[config.mk]
export PLATFORM = sky130hd
export DESIGN_NAME = i2c_master_sequencer
export DESIGN_NICKNAME = d
export VERILOG_FILES = /design/src/core/i2c_seq_pkg.sv /design/src/core/byte_skid_buffer.sv /design/src/core/i2c_master_sequencer.sv
export SDC_FILE = /design/constraint.sdc
export NUM_CORES = 1
export LEC_CHECK = 0
export ABC_AREA = 0
export ABC_CLOCK_PERIOD_IN_PS = 2600
export BUFFER_PORTS_ARGS = -buffer_cell sky130_fd_sc_hd__buf_4
export CAP_MARGIN = 0
export CELL_PAD_IN_SITES_DETAIL_PLACEMENT = 1
export CELL_PAD_IN_SITES_GLOBAL_PLACEMENT = 2
export CORE_MARGIN = 2
export CORE_UTILIZATION = 31
export DETAILED_ROUTE_END_ITERATION = 10
export MAX_ROUTING_LAYER = met4
export PLACE_DENSITY = 0.81
export SLEW_MARGIN = 10
export SYNTH_ARGS = -nofsm -noshare
export SYNTH_HDL_FRONTEND = slang
export SYNTH_SLANG_ARGS = --single-unit
[constraint.sdc]
create_clock -name i_ref_clk -period 2.6 [get_ports i_ref_clk]
set_input_delay 0.13 -clock i_ref_clk [delete_from_list [all_inputs] [get_ports i_ref_clk]]
set_output_delay 0.13 -clock i_ref_clk [all_outputs]
set_load 0.005 [all_outputs]
[src/core/i2c_seq_pkg.sv]
// constants and state codes of the i2c master sequencer
// assumes a single 40 MHz clock and a synchronous active-high reset
//
// How it works
// - start request with idle lines loads baud
// - expiry with lines high drives sda low
// - one more period, clear request, hold sda
// - low lines or early scl fall collide
// - restart request taken only when idle
// - restart: scl low, release sda, release scl
// - restart: both high, sda low, scl low
// - start seen early, event after expiry
// - restart collides on sda low or scl fall
// - buffer write when idle, write collision clear, starts transmit
// - scl low one period, high one period
// - address sent as seven bits plus direction
// - eighth fall clears full, releases sda
// - ninth clock captures acknowledge into status
// - after ninth clock: event, scl held low
// - busy write discarded, write collision set
// - receive request taken only when idle
// - receive eight bits, load buffer, flag
// - reading the last buffered received byte clears full flag
// - byte completed while full sets overflow
// - ack sequence: drive, release, low, idle
package i2c_seq_pkg;
  localparam int BAUD_W    = 8;
  localparam int BYTE_W    = 8;
  localparam int BITCNT_W  = 4;
  localparam int RX_DEPTH  = 2;
  localparam logic [3:0] LAST_BIT = 4'h7;
  localparam logic [3:0] ACK_BIT  = 4'h8;

  typedef enum logic [14:0] {
    S_IDLE     = 15'h0001,
    S_ST_WAIT  = 15'h0002,
    S_ST_HOLD  = 15'h0004,
    S_RS_LOW   = 15'h0008,
    S_RS_SDA   = 15'h0010,
    S_RS_RISE  = 15'h0020,
    S_RS_HIGH  = 15'h0040,
    S_RS_SDAL  = 15'h0080,
    S_TX_LOW   = 15'h0100,
    S_TX_HIGH  = 15'h0200,
    S_RX_LOW   = 15'h0400,
    S_RX_HIGH  = 15'h0800,
    S_RX_DONE  = 15'h1000,
    S_ACK_LOW  = 15'h2000,
    S_ACK_HIGH = 15'h4000
  } seq_state_type;
endpackage : i2c_seq_pkg
[src/core/byte_skid_buffer.sv]
// small fifo of flip-flops with valid/ready on both sides
// assumes the same clock and synchronous reset as its user
`timescale 1ns/1ps
`default_nettype none
module byte_skid_buffer #(
  parameter int WIDTH = 8,
  parameter int DEPTH = 2
) (
  // clock and reset
  input  wire logic             i_ref_clk,
  input  wire logic             i_rst,
  // filling side
  input  wire logic             i_in_valid,
  output logic                  o_in_ready,
  input  wire logic [WIDTH-1:0] i_in_data,
  // draining side
  output logic                  o_out_valid,
  input  wire logic             i_out_ready,
  output logic      [WIDTH-1:0] o_out_data
);
  localparam int PW = (DEPTH > 1) ? $clog2(DEPTH) : 1;
  localparam int CW = $clog2(DEPTH + 1);

  typedef struct packed {
    logic [DEPTH-1:0][WIDTH-1:0] mem;
    logic [PW-1:0]               wr;
    logic [PW-1:0]               rd;
    logic [CW-1:0]               cnt;
  } fifo_type;

  fifo_type q;
  fifo_type d;
  logic     push;
  logic     pop;

  assign o_in_ready  = (q.cnt != CW'(DEPTH));
  assign o_out_valid = (q.cnt != '0);
  assign o_out_data  = q.mem[q.rd];
  assign push        = i_in_valid && o_in_ready;
  assign pop         = o_out_valid && i_out_ready;

  always_comb
  begin
    d = q;
    if (push)
    begin
      d.mem[q.wr] = i_in_data;
      d.wr = (q.wr == PW'(DEPTH - 1)) ? '0 : q.wr + 1'b1;
    end
    if (pop)
      d.rd = (q.rd == PW'(DEPTH - 1)) ? '0 : q.rd + 1'b1;
    if (push && !pop)
      d.cnt = q.cnt + 1'b1;
    else if (pop && !push)
      d.cnt = q.cnt - 1'b1;
  end

  always_ff @(posedge i_ref_clk)
  begin
    if (i_rst)
      q <= '0;
    else
      q <= d;
  end
endmodule : byte_skid_buffer
`default_nettype wire

[src/core/i2c_master_sequencer.sv]
// master sequencer: start, restart, transmit, receive, acknowledge
// assumes open-drain lines resolved outside; pins are asynchronous
`timescale 1ns/1ps
`default_nettype none
module i2c_master_sequencer (
  // clock and reset
  input  wire logic                          i_ref_clk,
  input  wire logic                          i_rst,
  // bus pins, open drain
  input  wire logic                          i_scl_line,
  output logic                               o_scl_line,
  output logic                               o_scl_line_oe_n,
  input  wire logic                          i_sda_line,
  output logic                               o_sda_line,
  output logic                               o_sda_line_oe_n,
  // configuration
  input  wire logic [i2c_seq_pkg::BAUD_W-1:0] i_baud_reload_value,
  input  wire logic                          i_ack_value_to_send,
  // request strobes
  input  wire logic                          i_start_request_set,
  input  wire logic                          i_restart_request_set,
  input  wire logic                          i_receive_request_set,
  input  wire logic                          i_ack_sequence_request_set,
  // shift buffer write
  input  wire logic                          i_wr_valid,
  input  wire logic [i2c_seq_pkg::BYTE_W-1:0] i_wr_data,
  // received bytes
  output logic                               o_rx_valid,
  input  wire logic                          i_rx_ready,
  output logic      [i2c_seq_pkg::BYTE_W-1:0] o_rx_data,
  // flag clears
  input  wire logic                          i_serial_event_clr,
  input  wire logic                          i_collision_clr,
  input  wire logic                          i_write_collision_clr,
  input  wire logic                          i_receive_overflow_clr,
  input  wire logic                          i_start_seen_clr,
  // status
  output logic                               o_start_request,
  output logic                               o_restart_request,
  output logic                               o_receive_request,
  output logic                               o_ack_sequence_request,
  output logic                               o_buffer_full_flag,
  output logic                               o_ack_received_status,
  output logic                               o_write_collision_flag,
  output logic                               o_receive_overflow_flag,
  output logic                               o_serial_event_flag,
  output logic                               o_collision_flag,
  output logic                               o_start_seen,
  output logic                               o_busy
);
  import i2c_seq_pkg::*;

  typedef struct packed {
    seq_state_type         state;
    logic [BAUD_W-1:0]     brg;
    logic [BITCNT_W-1:0]   bitcnt;
    logic [BYTE_W-1:0]     shreg;
    logic                  armed;
    logic                  scl_drv;
    logic                  sda_drv;
    logic                  start_req;
    logic                  restart_req;
    logic                  rx_req;
    logic                  ack_req;
    logic                  tx_full;
    logic                  ack_stat;
    logic                  write_collision_flag;
    logic                  ovf;
    logic                  event_f;
    logic                  coll;
    logic                  start_seen;
    logic                  scl_m;
    logic                  scl_s;
    logic                  sda_m;
    logic                  sda_s;
  } seq_type;

  seq_type q;
  seq_type d;
  logic    expire;
  logic    idle;
  logic    lines_high;
  logic    push;
  logic    push_ready;
  logic    rx_full;

  assign expire     = (q.brg == '0);
  assign idle       = (q.state == S_IDLE);
  assign lines_high = q.scl_s && q.sda_s;
  assign push       = (q.state == S_RX_DONE);

  byte_skid_buffer #(
    .WIDTH (BYTE_W),
    .DEPTH (RX_DEPTH)
  ) u_rx_buf (
    .i_ref_clk   (i_ref_clk),
    .i_rst       (i_rst),
    .i_in_valid  (push),
    .o_in_ready  (push_ready),
    .i_in_data   (q.shreg),
    .o_out_valid (rx_full),
    .i_out_ready (i_rx_ready),
    .o_out_data  (o_rx_data)
  );

  always_comb
  begin
    d = q;
    d.scl_m = i_scl_line;
    d.scl_s = q.scl_m;
    d.sda_m = i_sda_line;
    d.sda_s = q.sda_m;
    d.brg   = expire ? '0 : q.brg - 1'b1;
    // clears first so a same-cycle set wins
    if (i_serial_event_clr)     d.event_f    = 1'b0;
    if (i_collision_clr)        d.coll       = 1'b0;
    if (i_write_collision_clr)  d.write_collision_flag       = 1'b0;
    if (i_receive_overflow_clr) d.ovf        = 1'b0;
    if (i_start_seen_clr)       d.start_seen = 1'b0;
    // requests latch only while idle
    if (idle && !q.start_req && !q.restart_req &&
        !q.rx_req && !q.ack_req)
    begin
      d.start_req = i_start_request_set;
      d.restart_req = i_restart_request_set;
      d.rx_req  = i_receive_request_set;
      d.ack_req = i_ack_sequence_request_set;
    end
    if (i_wr_valid && (!idle || q.write_collision_flag || q.start_req ||
        q.restart_req || q.rx_req || q.ack_req))
      d.write_collision_flag = 1'b1;
    case (q.state)
      S_IDLE:
      begin
        if (q.start_req)
        begin
          if (lines_high)
          begin
            d.brg   = i_baud_reload_value;
            d.state = S_ST_WAIT;
          end
          else
          begin
            d.coll      = 1'b1;
            d.start_req = 1'b0;
          end
        end
        else if (q.restart_req)
        begin
          d.scl_drv = 1'b1;
          d.state   = S_RS_LOW;
        end
        else if (q.rx_req)
        begin
          d.scl_drv = 1'b1;
          d.sda_drv = 1'b0;
          d.bitcnt  = '0;
          d.brg     = i_baud_reload_value;
          d.state   = S_RX_LOW;
        end
        else if (q.ack_req)
        begin
          d.scl_drv = 1'b1;
          d.sda_drv = !i_ack_value_to_send;
          d.brg     = i_baud_reload_value;
          d.state   = S_ACK_LOW;
        end
        else if (i_wr_valid && !q.write_collision_flag)
        begin
          d.tx_full = 1'b1;
          d.shreg   = i_wr_data;
          d.bitcnt  = '0;
          d.scl_drv = 1'b1;
          // first bit goes out once scl is already low
          d.armed   = 1'b1;
          d.brg     = i_baud_reload_value;
          d.state   = S_TX_LOW;
        end
      end
      S_ST_WAIT:
      begin
        if (!q.scl_s || (expire && !q.sda_s))
        begin
          d.coll      = 1'b1;
          d.start_req = 1'b0;
          d.state     = S_IDLE;
        end
        else if (expire)
        begin
          d.sda_drv    = 1'b1;
          d.start_seen = 1'b1;
          d.brg        = i_baud_reload_value;
          d.state      = S_ST_HOLD;
        end
      end
      S_ST_HOLD:
      begin
        if (expire)
        begin
          d.start_req = 1'b0;
          d.event_f   = 1'b1;
          d.state     = S_IDLE;
        end
      end
      S_RS_LOW:
      begin
        if (!q.scl_s)
        begin
          d.sda_drv = 1'b0;
          d.brg     = i_baud_reload_value;
          d.state   = S_RS_SDA;
        end
      end
      S_RS_SDA:
      begin
        if (expire)
        begin
          if (q.sda_s)
          begin
            d.scl_drv = 1'b0;
            d.state   = S_RS_RISE;
          end
          else
          begin
            d.coll        = 1'b1;
            d.restart_req = 1'b0;
            d.scl_drv     = 1'b0;
            d.state       = S_IDLE;
          end
        end
      end
      S_RS_RISE:
      begin
        if (q.scl_s)
        begin
          if (!q.sda_s)
          begin
            d.coll        = 1'b1;
            d.restart_req = 1'b0;
            d.state       = S_IDLE;
          end
          else
          begin
            d.brg   = i_baud_reload_value;
            d.state = S_RS_HIGH;
          end
        end
      end
      S_RS_HIGH:
      begin
        if (!lines_high)
        begin
          d.coll        = 1'b1;
          d.restart_req = 1'b0;
          d.state       = S_IDLE;
        end
        else if (expire)
        begin
          d.sda_drv    = 1'b1;
          d.start_seen = 1'b1;
          d.brg        = i_baud_reload_value;
          d.state      = S_RS_SDAL;
        end
      end
      S_RS_SDAL:
      begin
        if (expire)
        begin
          d.scl_drv     = 1'b1;
          d.restart_req = 1'b0;
          d.event_f     = 1'b1;
          d.state       = S_IDLE;
        end
      end
      S_TX_LOW:
      begin
        // sda moves a cycle after scl falls, never with it
        if (q.armed)
        begin
          d.armed = 1'b0;
          if (q.bitcnt == ACK_BIT)
          begin
            d.sda_drv = 1'b0;
          end
          else
          begin
            d.sda_drv = !q.shreg[BYTE_W-1];
            d.shreg   = {q.shreg[BYTE_W-2:0], 1'b0};
          end
        end
        if (expire)
        begin
          d.scl_drv = 1'b0;
          d.armed   = 1'b0;
          d.state   = S_TX_HIGH;
        end
      end
      S_TX_HIGH:
      begin
        if (!q.armed)
        begin
          if (q.scl_s)
          begin
            d.armed = 1'b1;
            d.brg   = i_baud_reload_value;
            if (q.bitcnt == ACK_BIT)
              d.ack_stat = q.sda_s;
          end
        end
        else if (expire)
        begin
          d.scl_drv = 1'b1;
          if (q.bitcnt == ACK_BIT)
          begin
            d.event_f = 1'b1;
            d.state   = S_IDLE;
          end
          else
          begin
            d.bitcnt = q.bitcnt + 1'b1;
            d.brg    = i_baud_reload_value;
            d.armed  = 1'b1;
            d.state  = S_TX_LOW;
            if (q.bitcnt == LAST_BIT)
            begin
              d.tx_full = 1'b0;
            end
          end
        end
      end
      S_RX_LOW:
      begin
        if (expire)
        begin
          d.scl_drv = 1'b0;
          d.armed   = 1'b0;
          d.state   = S_RX_HIGH;
        end
      end
      S_RX_HIGH:
      begin
        if (!q.armed)
        begin
          if (q.scl_s)
          begin
            d.armed = 1'b1;
            d.brg   = i_baud_reload_value;
            d.shreg = {q.shreg[BYTE_W-2:0], q.sda_s};
          end
        end
        else if (expire)
        begin
          d.scl_drv = 1'b1;
          d.brg     = i_baud_reload_value;
          d.bitcnt  = q.bitcnt + 1'b1;
          d.state   = (q.bitcnt == LAST_BIT) ? S_RX_DONE : S_RX_LOW;
        end
      end
      S_RX_DONE:
      begin
        if (push_ready)
        begin
          if (rx_full)
            d.ovf = 1'b1;
          d.rx_req  = 1'b0;
          d.event_f = 1'b1;
          d.state   = S_IDLE;
        end
      end
      S_ACK_LOW:
      begin
        if (expire)
        begin
          d.scl_drv = 1'b0;
          d.armed   = 1'b0;
          d.state   = S_ACK_HIGH;
        end
      end
      S_ACK_HIGH:
      begin
        if (!q.armed)
        begin
          if (q.scl_s)
          begin
            d.armed = 1'b1;
            d.brg   = i_baud_reload_value;
          end
        end
        else if (expire)
        begin
          d.scl_drv = 1'b1;
          d.ack_req = 1'b0;
          d.event_f = 1'b1;
          d.state   = S_IDLE;
        end
      end
      default:
      begin
        d.state = S_IDLE;
      end
    endcase
    // aborts that newly set the collision flag let both lines go
    if (d.coll && !q.coll)
    begin
      d.scl_drv = 1'b0;
      d.sda_drv = 1'b0;
    end
  end

  always_ff @(posedge i_ref_clk)
  begin
    if (i_rst)
    begin
      q       <= '0;
      q.state <= S_IDLE;
    end
    else
      q <= d;
  end

  assign o_scl_line              = 1'b0;
  assign o_sda_line              = 1'b0;
  assign o_scl_line_oe_n         = !q.scl_drv;
  assign o_sda_line_oe_n         = !q.sda_drv;
  assign o_rx_valid              = rx_full;
  assign o_start_request         = q.start_req;
  assign o_restart_request       = q.restart_req;
  assign o_receive_request       = q.rx_req;
  assign o_ack_sequence_request  = q.ack_req;
  assign o_buffer_full_flag      = q.tx_full || rx_full;
  assign o_ack_received_status   = q.ack_stat;
  assign o_write_collision_flag  = q.write_collision_flag;
  assign o_receive_overflow_flag = q.ovf;
  assign o_serial_event_flag     = q.event_f;
  assign o_collision_flag        = q.coll;
  assign o_start_seen            = q.start_seen;
  assign o_busy                  = !idle;

  start_gate_a: assert property (
    @(posedge i_ref_clk) disable iff (i_rst)
    idle && q.start_req && lines_high
    |=> q.state == S_ST_WAIT && q.brg == $past(i_baud_reload_value))
    else $error("start did not load baud");
  start_drive_a: assert property (
    @(posedge i_ref_clk) disable iff (i_rst)
    q.state == S_ST_WAIT && expire && lines_high
    |=> q.sda_drv && q.start_seen && !o_sda_line_oe_n)
    else $error("start did not drive sda");
  start_done_a: assert property (
    @(posedge i_ref_clk) disable iff (i_rst)
    q.state == S_ST_HOLD && expire
    |=> !q.start_req && q.sda_drv && idle && q.event_f)
    else $error("start did not complete");
  start_coll_a: assert property (
    @(posedge i_ref_clk) disable iff (i_rst)
    idle && q.start_req && !lines_high |=> q.coll && !q.start_req)
    else $error("start collision missed");
  restart_ign_a: assert property (
    @(posedge i_ref_clk) disable iff (i_rst)
    !idle && !q.restart_req |=> !q.restart_req)
    else $error("restart taken while busy");
  restart_coll_a: assert property (
    @(posedge i_ref_clk) disable iff (i_rst)
    q.state == S_RS_SDA && expire && !q.sda_s
    |=> q.coll && idle && !q.restart_req && !q.scl_drv && !q.sda_drv)
    else $error("restart collision missed");
  write_collision_flag_set_a: assert property (
    @(posedge i_ref_clk) disable iff (i_rst)
    i_wr_valid && !idle |=> q.write_collision_flag && $stable(q.tx_full))
    else $error("busy write not refused");
  tx_free_a: assert property (
    @(posedge i_ref_clk) disable iff (i_rst)
    q.state == S_TX_HIGH && q.armed && expire && q.bitcnt == LAST_BIT
    |=> !q.tx_full && q.scl_drv ##1 !q.sda_drv)
    else $error("eighth fall did not free sda");
  ack_cap_a: assert property (
    @(posedge i_ref_clk) disable iff (i_rst)
    q.state == S_TX_HIGH && !q.armed && q.scl_s && q.bitcnt == ACK_BIT
    |=> q.ack_stat == $past(q.sda_s))
    else $error("acknowledge not captured");
  rx_fill_a: assert property (
    @(posedge i_ref_clk) disable iff (i_rst)
    push && push_ready |=> !q.rx_req && q.event_f && rx_full && idle)
    else $error("received byte not stored");
endmodule : i2c_master_sequencer
`default_nettype wire

Word level (Yosys, flattened, before mapping)
Cells that the tools add are included.
{"block": "word_totals", "regBits": 73, "elab_cells": 293}
{"block": "classes", "n_reduce_logical": 58, "n_eq_ne": 53, "n_bitwise": 1, "order_cmp": 3, "n_mux": 145, "add_sub_neg": 6}
{"cell": "2-to-1 mux 37 bit", "n": 6}
{"cell": "one-hot mux 15 bit (14 select lines)", "n": 1}
{"cell": "2-to-1 mux 15 bit", "n": 13}
{"cell": "2-to-1 mux 23 bit", "n": 7}
{"cell": "2-to-1 mux 8 bit", "n": 12}
{"cell": "2-to-1 mux 27 bit", "n": 3}
{"cell": "2-to-1 mux 13 bit", "n": 6}
{"cell": "2-to-1 mux 1 bit", "n": 65}
{"cell": "one-hot mux 8 bit (8 select lines)", "n": 1}
{"cell": "!= test 2 bit (second input constant)", "n": 25}
{"cell": "2-to-1 mux 9 bit", "n": 5}
{"cell": "AND reduction 10 bit", "n": 3}
{"cell": "one-hot mux 8 bit (3 select lines)", "n": 1}
{"cell": "2-to-1 mux 21 bit", "n": 1}
{"cell": "bitwise mux 16 bit", "n": 1}
{"cell": "AND reduction 16 bit", "n": 1}
{"cell": "equality test 15 x 1 -> 1 bit (second input constant)", "n": 1}
{"cell": "equality test 15 x 10 -> 1 bit (second input constant)", "n": 1}
{"cell": "equality test 15 x 11 -> 1 bit (second input constant)", "n": 1}
{"cell": "equality test 15 x 12 -> 1 bit (second input constant)", "n": 1}
{"cell": "equality test 15 x 13 -> 1 bit (second input constant)", "n": 1}
{"cell": "equality test 15 x 14 -> 1 bit (second input constant)", "n": 1}
{"cell": "equality test 15 bit (second input constant)", "n": 1}
{"cell": "equality test 15 x 2 -> 1 bit (second input constant)", "n": 1}
{"cell": "other kinds (49)", "n": 107}

Longest topological paths before layout
{"block": "logic_depth", "ltp_word": 17, "mapped_depth": 13}

Modules after synthesis
Synthesis repeated with hierarchy kept, for this count alone.
{"block": "unflattened", "cells_unflattened": 595, "area_unflattened_um2": 4621.9}
{"module": "i2c_master_sequencer", "area_per_inst_um2": 3659.8, "cells_per_inst": 493, "n_inst": 1}
{"module": "byte_skid_buffer", "area_per_inst_um2": 962.2, "cells_per_inst": 102, "n_inst": 1}

Worst setup path before layout
Ideal clock, no wire load.
{"block": "synth_path", "kind": "register to register", "from": "reg q[38] (netlist name)", "to": "reg q[27] (netlist name)", "required_ps": 2469, "slack_ps": -17, "setup_time_ps": 131, "path_stages_with_launch": 10, "arrival_ps": 2486, "cell_sequence": "dfxtp_1 -> buf_6 -> or4_1 -> buf_2 -> or4_4 -> or3_4 -> o211ai_2 -> nor3_1 -> a41oi_1 -> o211ai_1"}
{"block": "synth_via", "elab_chain_cells": 3, "elab_cells_between_ends": 15, "cone_classes": "eq/ne: 12; mux: 1; reduce/logical: 2"}
{"element": "from (decl)", "line": "i2c_master_sequencer.sv:78", "text": "seq_type q;"}
{"element": "equality test 15 x 1 -> 1 bit, or another cell as far along", "line": "i2c_master_sequencer.sv:132", "text": "case (q.state)"}
{"element": "!= test 3 x 2 -> 1 bit (no source line), or another cell as far along"}
{"element": "AND reduction 10 bit (no source line)"}
Several ways; a longest one is shown, not always the timed one.
A chain may end at the register's enable or synchronous reset.

Worst setup path after layout
{"block": "layout_path", "from": "reg q[41] (netlist name)", "to": "reg q[34] (netlist name)"}
{"block": "layout_via", "elab_chain_cells": 2, "elab_cells_between_ends": 9, "cone_classes": "eq/ne: 8; mux: 1"}
{"element": "equality test 15 bit, or another cell as far along", "line": "i2c_master_sequencer.sv:132"}
{"element": "one-hot mux 8 bit (8 select lines) *", "line": "i2c_master_sequencer.sv:132"}
Every way passes the cells marked *; elsewhere a longest branch is shown, timed or not.

==> reports/qor.csv <==
metric,value,unit
status,finished with violations,
violations,setup timing,
cts.sinks,73,
cts_tree,done,
path_class,flip-flop to flip-flop,
netlist.top_cell.by_area,dfxtp_1,
die_w,128.6,um
timing.fmax,376.0,MHz
drtAntennaViolNets,0,
area_growth,49.12,%
synth_warnings,0,
port_buffers,54,
report.final.setup_viol,7,
slew-limit-headroom,62.86,%
start_util,31.65,%
numCtsBuffers,9,
ys.flop_type,dfxtp_1,
finalMaxSlewViolations,0,
end_kind,flip-flop,
worst-path-max-fanout,6,
finalCritPeriodShare,102.3,%
clkTransAtPathRegs,0.07,ns
wl_per_cell,21.65,um
final_util,47.20,%
grt_setup_unrepaired,yes,
cp_slowest_cell,or4_4,
ir_drop,0.4748,mV
crit_start,q[41],
synth.area.top_cells,"dfxtp_1 30%, nor2_1 4.9%, a21oi_1 4.8%",
die_height,128.6,um
nets,832,
globalplace.congestion,1.042,
synth-edff-count,0,
avgSynthCellArea,7.712,um^2
drt_iter0_markers,376,
yosysUniqueCellTypes,80,
postSynthCellCount,624,
insertion_delay,0.35,ns
skew,0.01090,ns
drc_errors,0,
postLayoutSetupSlackWorst,-0.05945,ns
startpoint_type,flip-flop,
cts_root_buffer,clkbuf_16,
dp_hpwl,15.81,mm
overflow,0,
synth-seq-area-share,30.37,%
path_cells,buf_6 -> or4_4 -> or4_4 -> o31ai_4 -> buf_6 -> a22oi_2 -> o211ai_1 -> nand2_1 -> o21ai_2,
clockBufferDepth,2,
row_count,45,
fin_hold_ws,0.02521,ns
ios,57,
worst_slew_pin_slew,0.5534,ns
first_pass_iters,5,
finalHoldViolations,0,
path_buf_inv,2,
grt_max_degree,39,
min_from,i_baud_reload_value[3],
maxCapViolations,0,
wl,21.41,mm
async_flop_share,0,%
r2r_start,q[41],
cp.required,2.88,ns
setup_tns,-0.2014,ns
synth_area,4812,um^2
grt_pass1_vias,5902,
drive_above_1_share,39.08,%
vias,5742,
synth_top_area_share,30.37,%
hold_path_class,input port to flip-flop,
cp.arrival,2.94,ns
max_stage_delay,0.56,ns
placed_area,6276,um^2
synth_seq_cells,73,
period_minus_slack,2.659,ns
leakagePower,2.995,nW
grt_pass1_wl,33.04,mm
grt.total_usage,26.69,%
core,15200,um^2
viasPerCell,5.806,
htree_levels,3,
diodes,0,
power.density,1125,nW/um^2
die_area,16540,um^2
antenna_found_initial,0,
place_ws,-0.2836,ns
final_cell_area,7176,um^2
crit_family,simple AND/OR/NAND/NOR gates,
## cells in the mapped netlist (12+ instances only)
master	instances
nor4_1	12
nor2_1	63
inv_1	19
nand4_1	14
dfxtp_1	73
nor3_1	35
nand2_1	41
mux2i_1	14
a21oi_1	46
nand3_1	13
clkbuf_1	34
o21ai_0	36
nor2b_1	18
## metal layers
| layer | global-route usage [%] | share of wire [%] |
|---|---|---|
| met5 | - | 0 |
| met4 | 9.399 | 2.8 |
| met3 | 5.530 | 5.2 |
| met2 | 43.05 | 49 |
| met1 | 33.21 | 43 |
## flip-flops by register name, summed over array words and instances, names as in the netlist
name / cells
o_ack_received_status: 1
o_receive_request: 1
o_receive_overflow_flag: 1
u_rx_buf.q: 20
o_serial_event_flag: 1
o_collision_flag: 1
o_write_collision_flag: 1
o_ack_sequence_request: 1
q: 41
o_restart_request: 1
o_start_seen: 1
d: 2
o_start_request: 1
## power by group
group,internal [W],switching [W],leakage [nW]
combinational,0.00246,0.00283,2.25
sequential,0.00130,0.000178,0.599
clock,0.000752,0.000558,0.143
## path summary, 6_finish.rpt
path | to | slack (ns) | depth (start not counted)
max | q[34] | -0.06 | 9
min | q[33] | 0.03 | 3
max reg2reg | q[34] | -0.06 | 9
min reg2reg | q[0] | 0.45 | 1
## cell families (layout without fill, tap and decap cells)
| kind of cell | after synthesis | after routing | synth area share [%] |
|---|---|---|---|
| xor+xnor | 9 | 9 | 1.638 |
| simple gates | 264 | 264 | 30.08 |
| buf+inv | 73 | 249 | 6.552 |
| flops | 73 | 73 | 30.37 |
| compound gates | 177 | 177 | 25.22 |
| fa+ha+maj | 4 | 4 | 1.040 |
| other cells | 1 | 2 | 0.07793 |
| mux | 23 | 23 | 5.018 |
## cells in the final DEF, fill, tap and decap left out, types with 13 or more instances in the layout
cell,instances
a21oi_1,40
buf_4,199
dfxtp_1,65
inv_1,19
mux2i_1,13
nand2_1,41
nand3_1,13
nand4_1,14
nor2_1,61
nor2b_1,17
nor3_1,34
o21ai_0,24
## cell type report
| type | count | area, um^2 |
|---|---|---|
| inverter | 20 | 75.07 |
| fill | 1824 | 8026 |
| multi-input combinational | 479 | 3390 |
| timing repair buffer | 213 | 1693 |
| clock inverter | 7 | 76.32 |
| clock buffer | 9 | 225.2 |
| sequential | 73 | 1481 |
| tap | 188 | 235.2 |
## repair_timing
action                     4_1_cts  5_1_grt
hold endpoints to repair         2        0
gates resized for setup         42       58
hold buffers                     2        0
buffers inserted                 9       17
pin swaps                       19       26
setup endpoints to repair       26       36
cloned                           0        0
## worst reg2reg max path: cells and delay by family, from the launching register on
kind / cells / cell delay, ns
and+or+nand+nor: 3 / 1.24
AOI/OAI and AO/OA: 4 / 0.72
DFF: 1 / 0.33
buffers and inverters: 2 / 0.29
## per-stage QoR
step	power (W)	std cells
6_report	0.008074	989
5_1_grt	0.008528	989
4_1_cts	0.007567	973
3_5_place_dp	0.005932	946
3_3_place_gp	0.005813	946
2_1_floorplan	0.003888	625
Power figures use the tool's default switching activity.
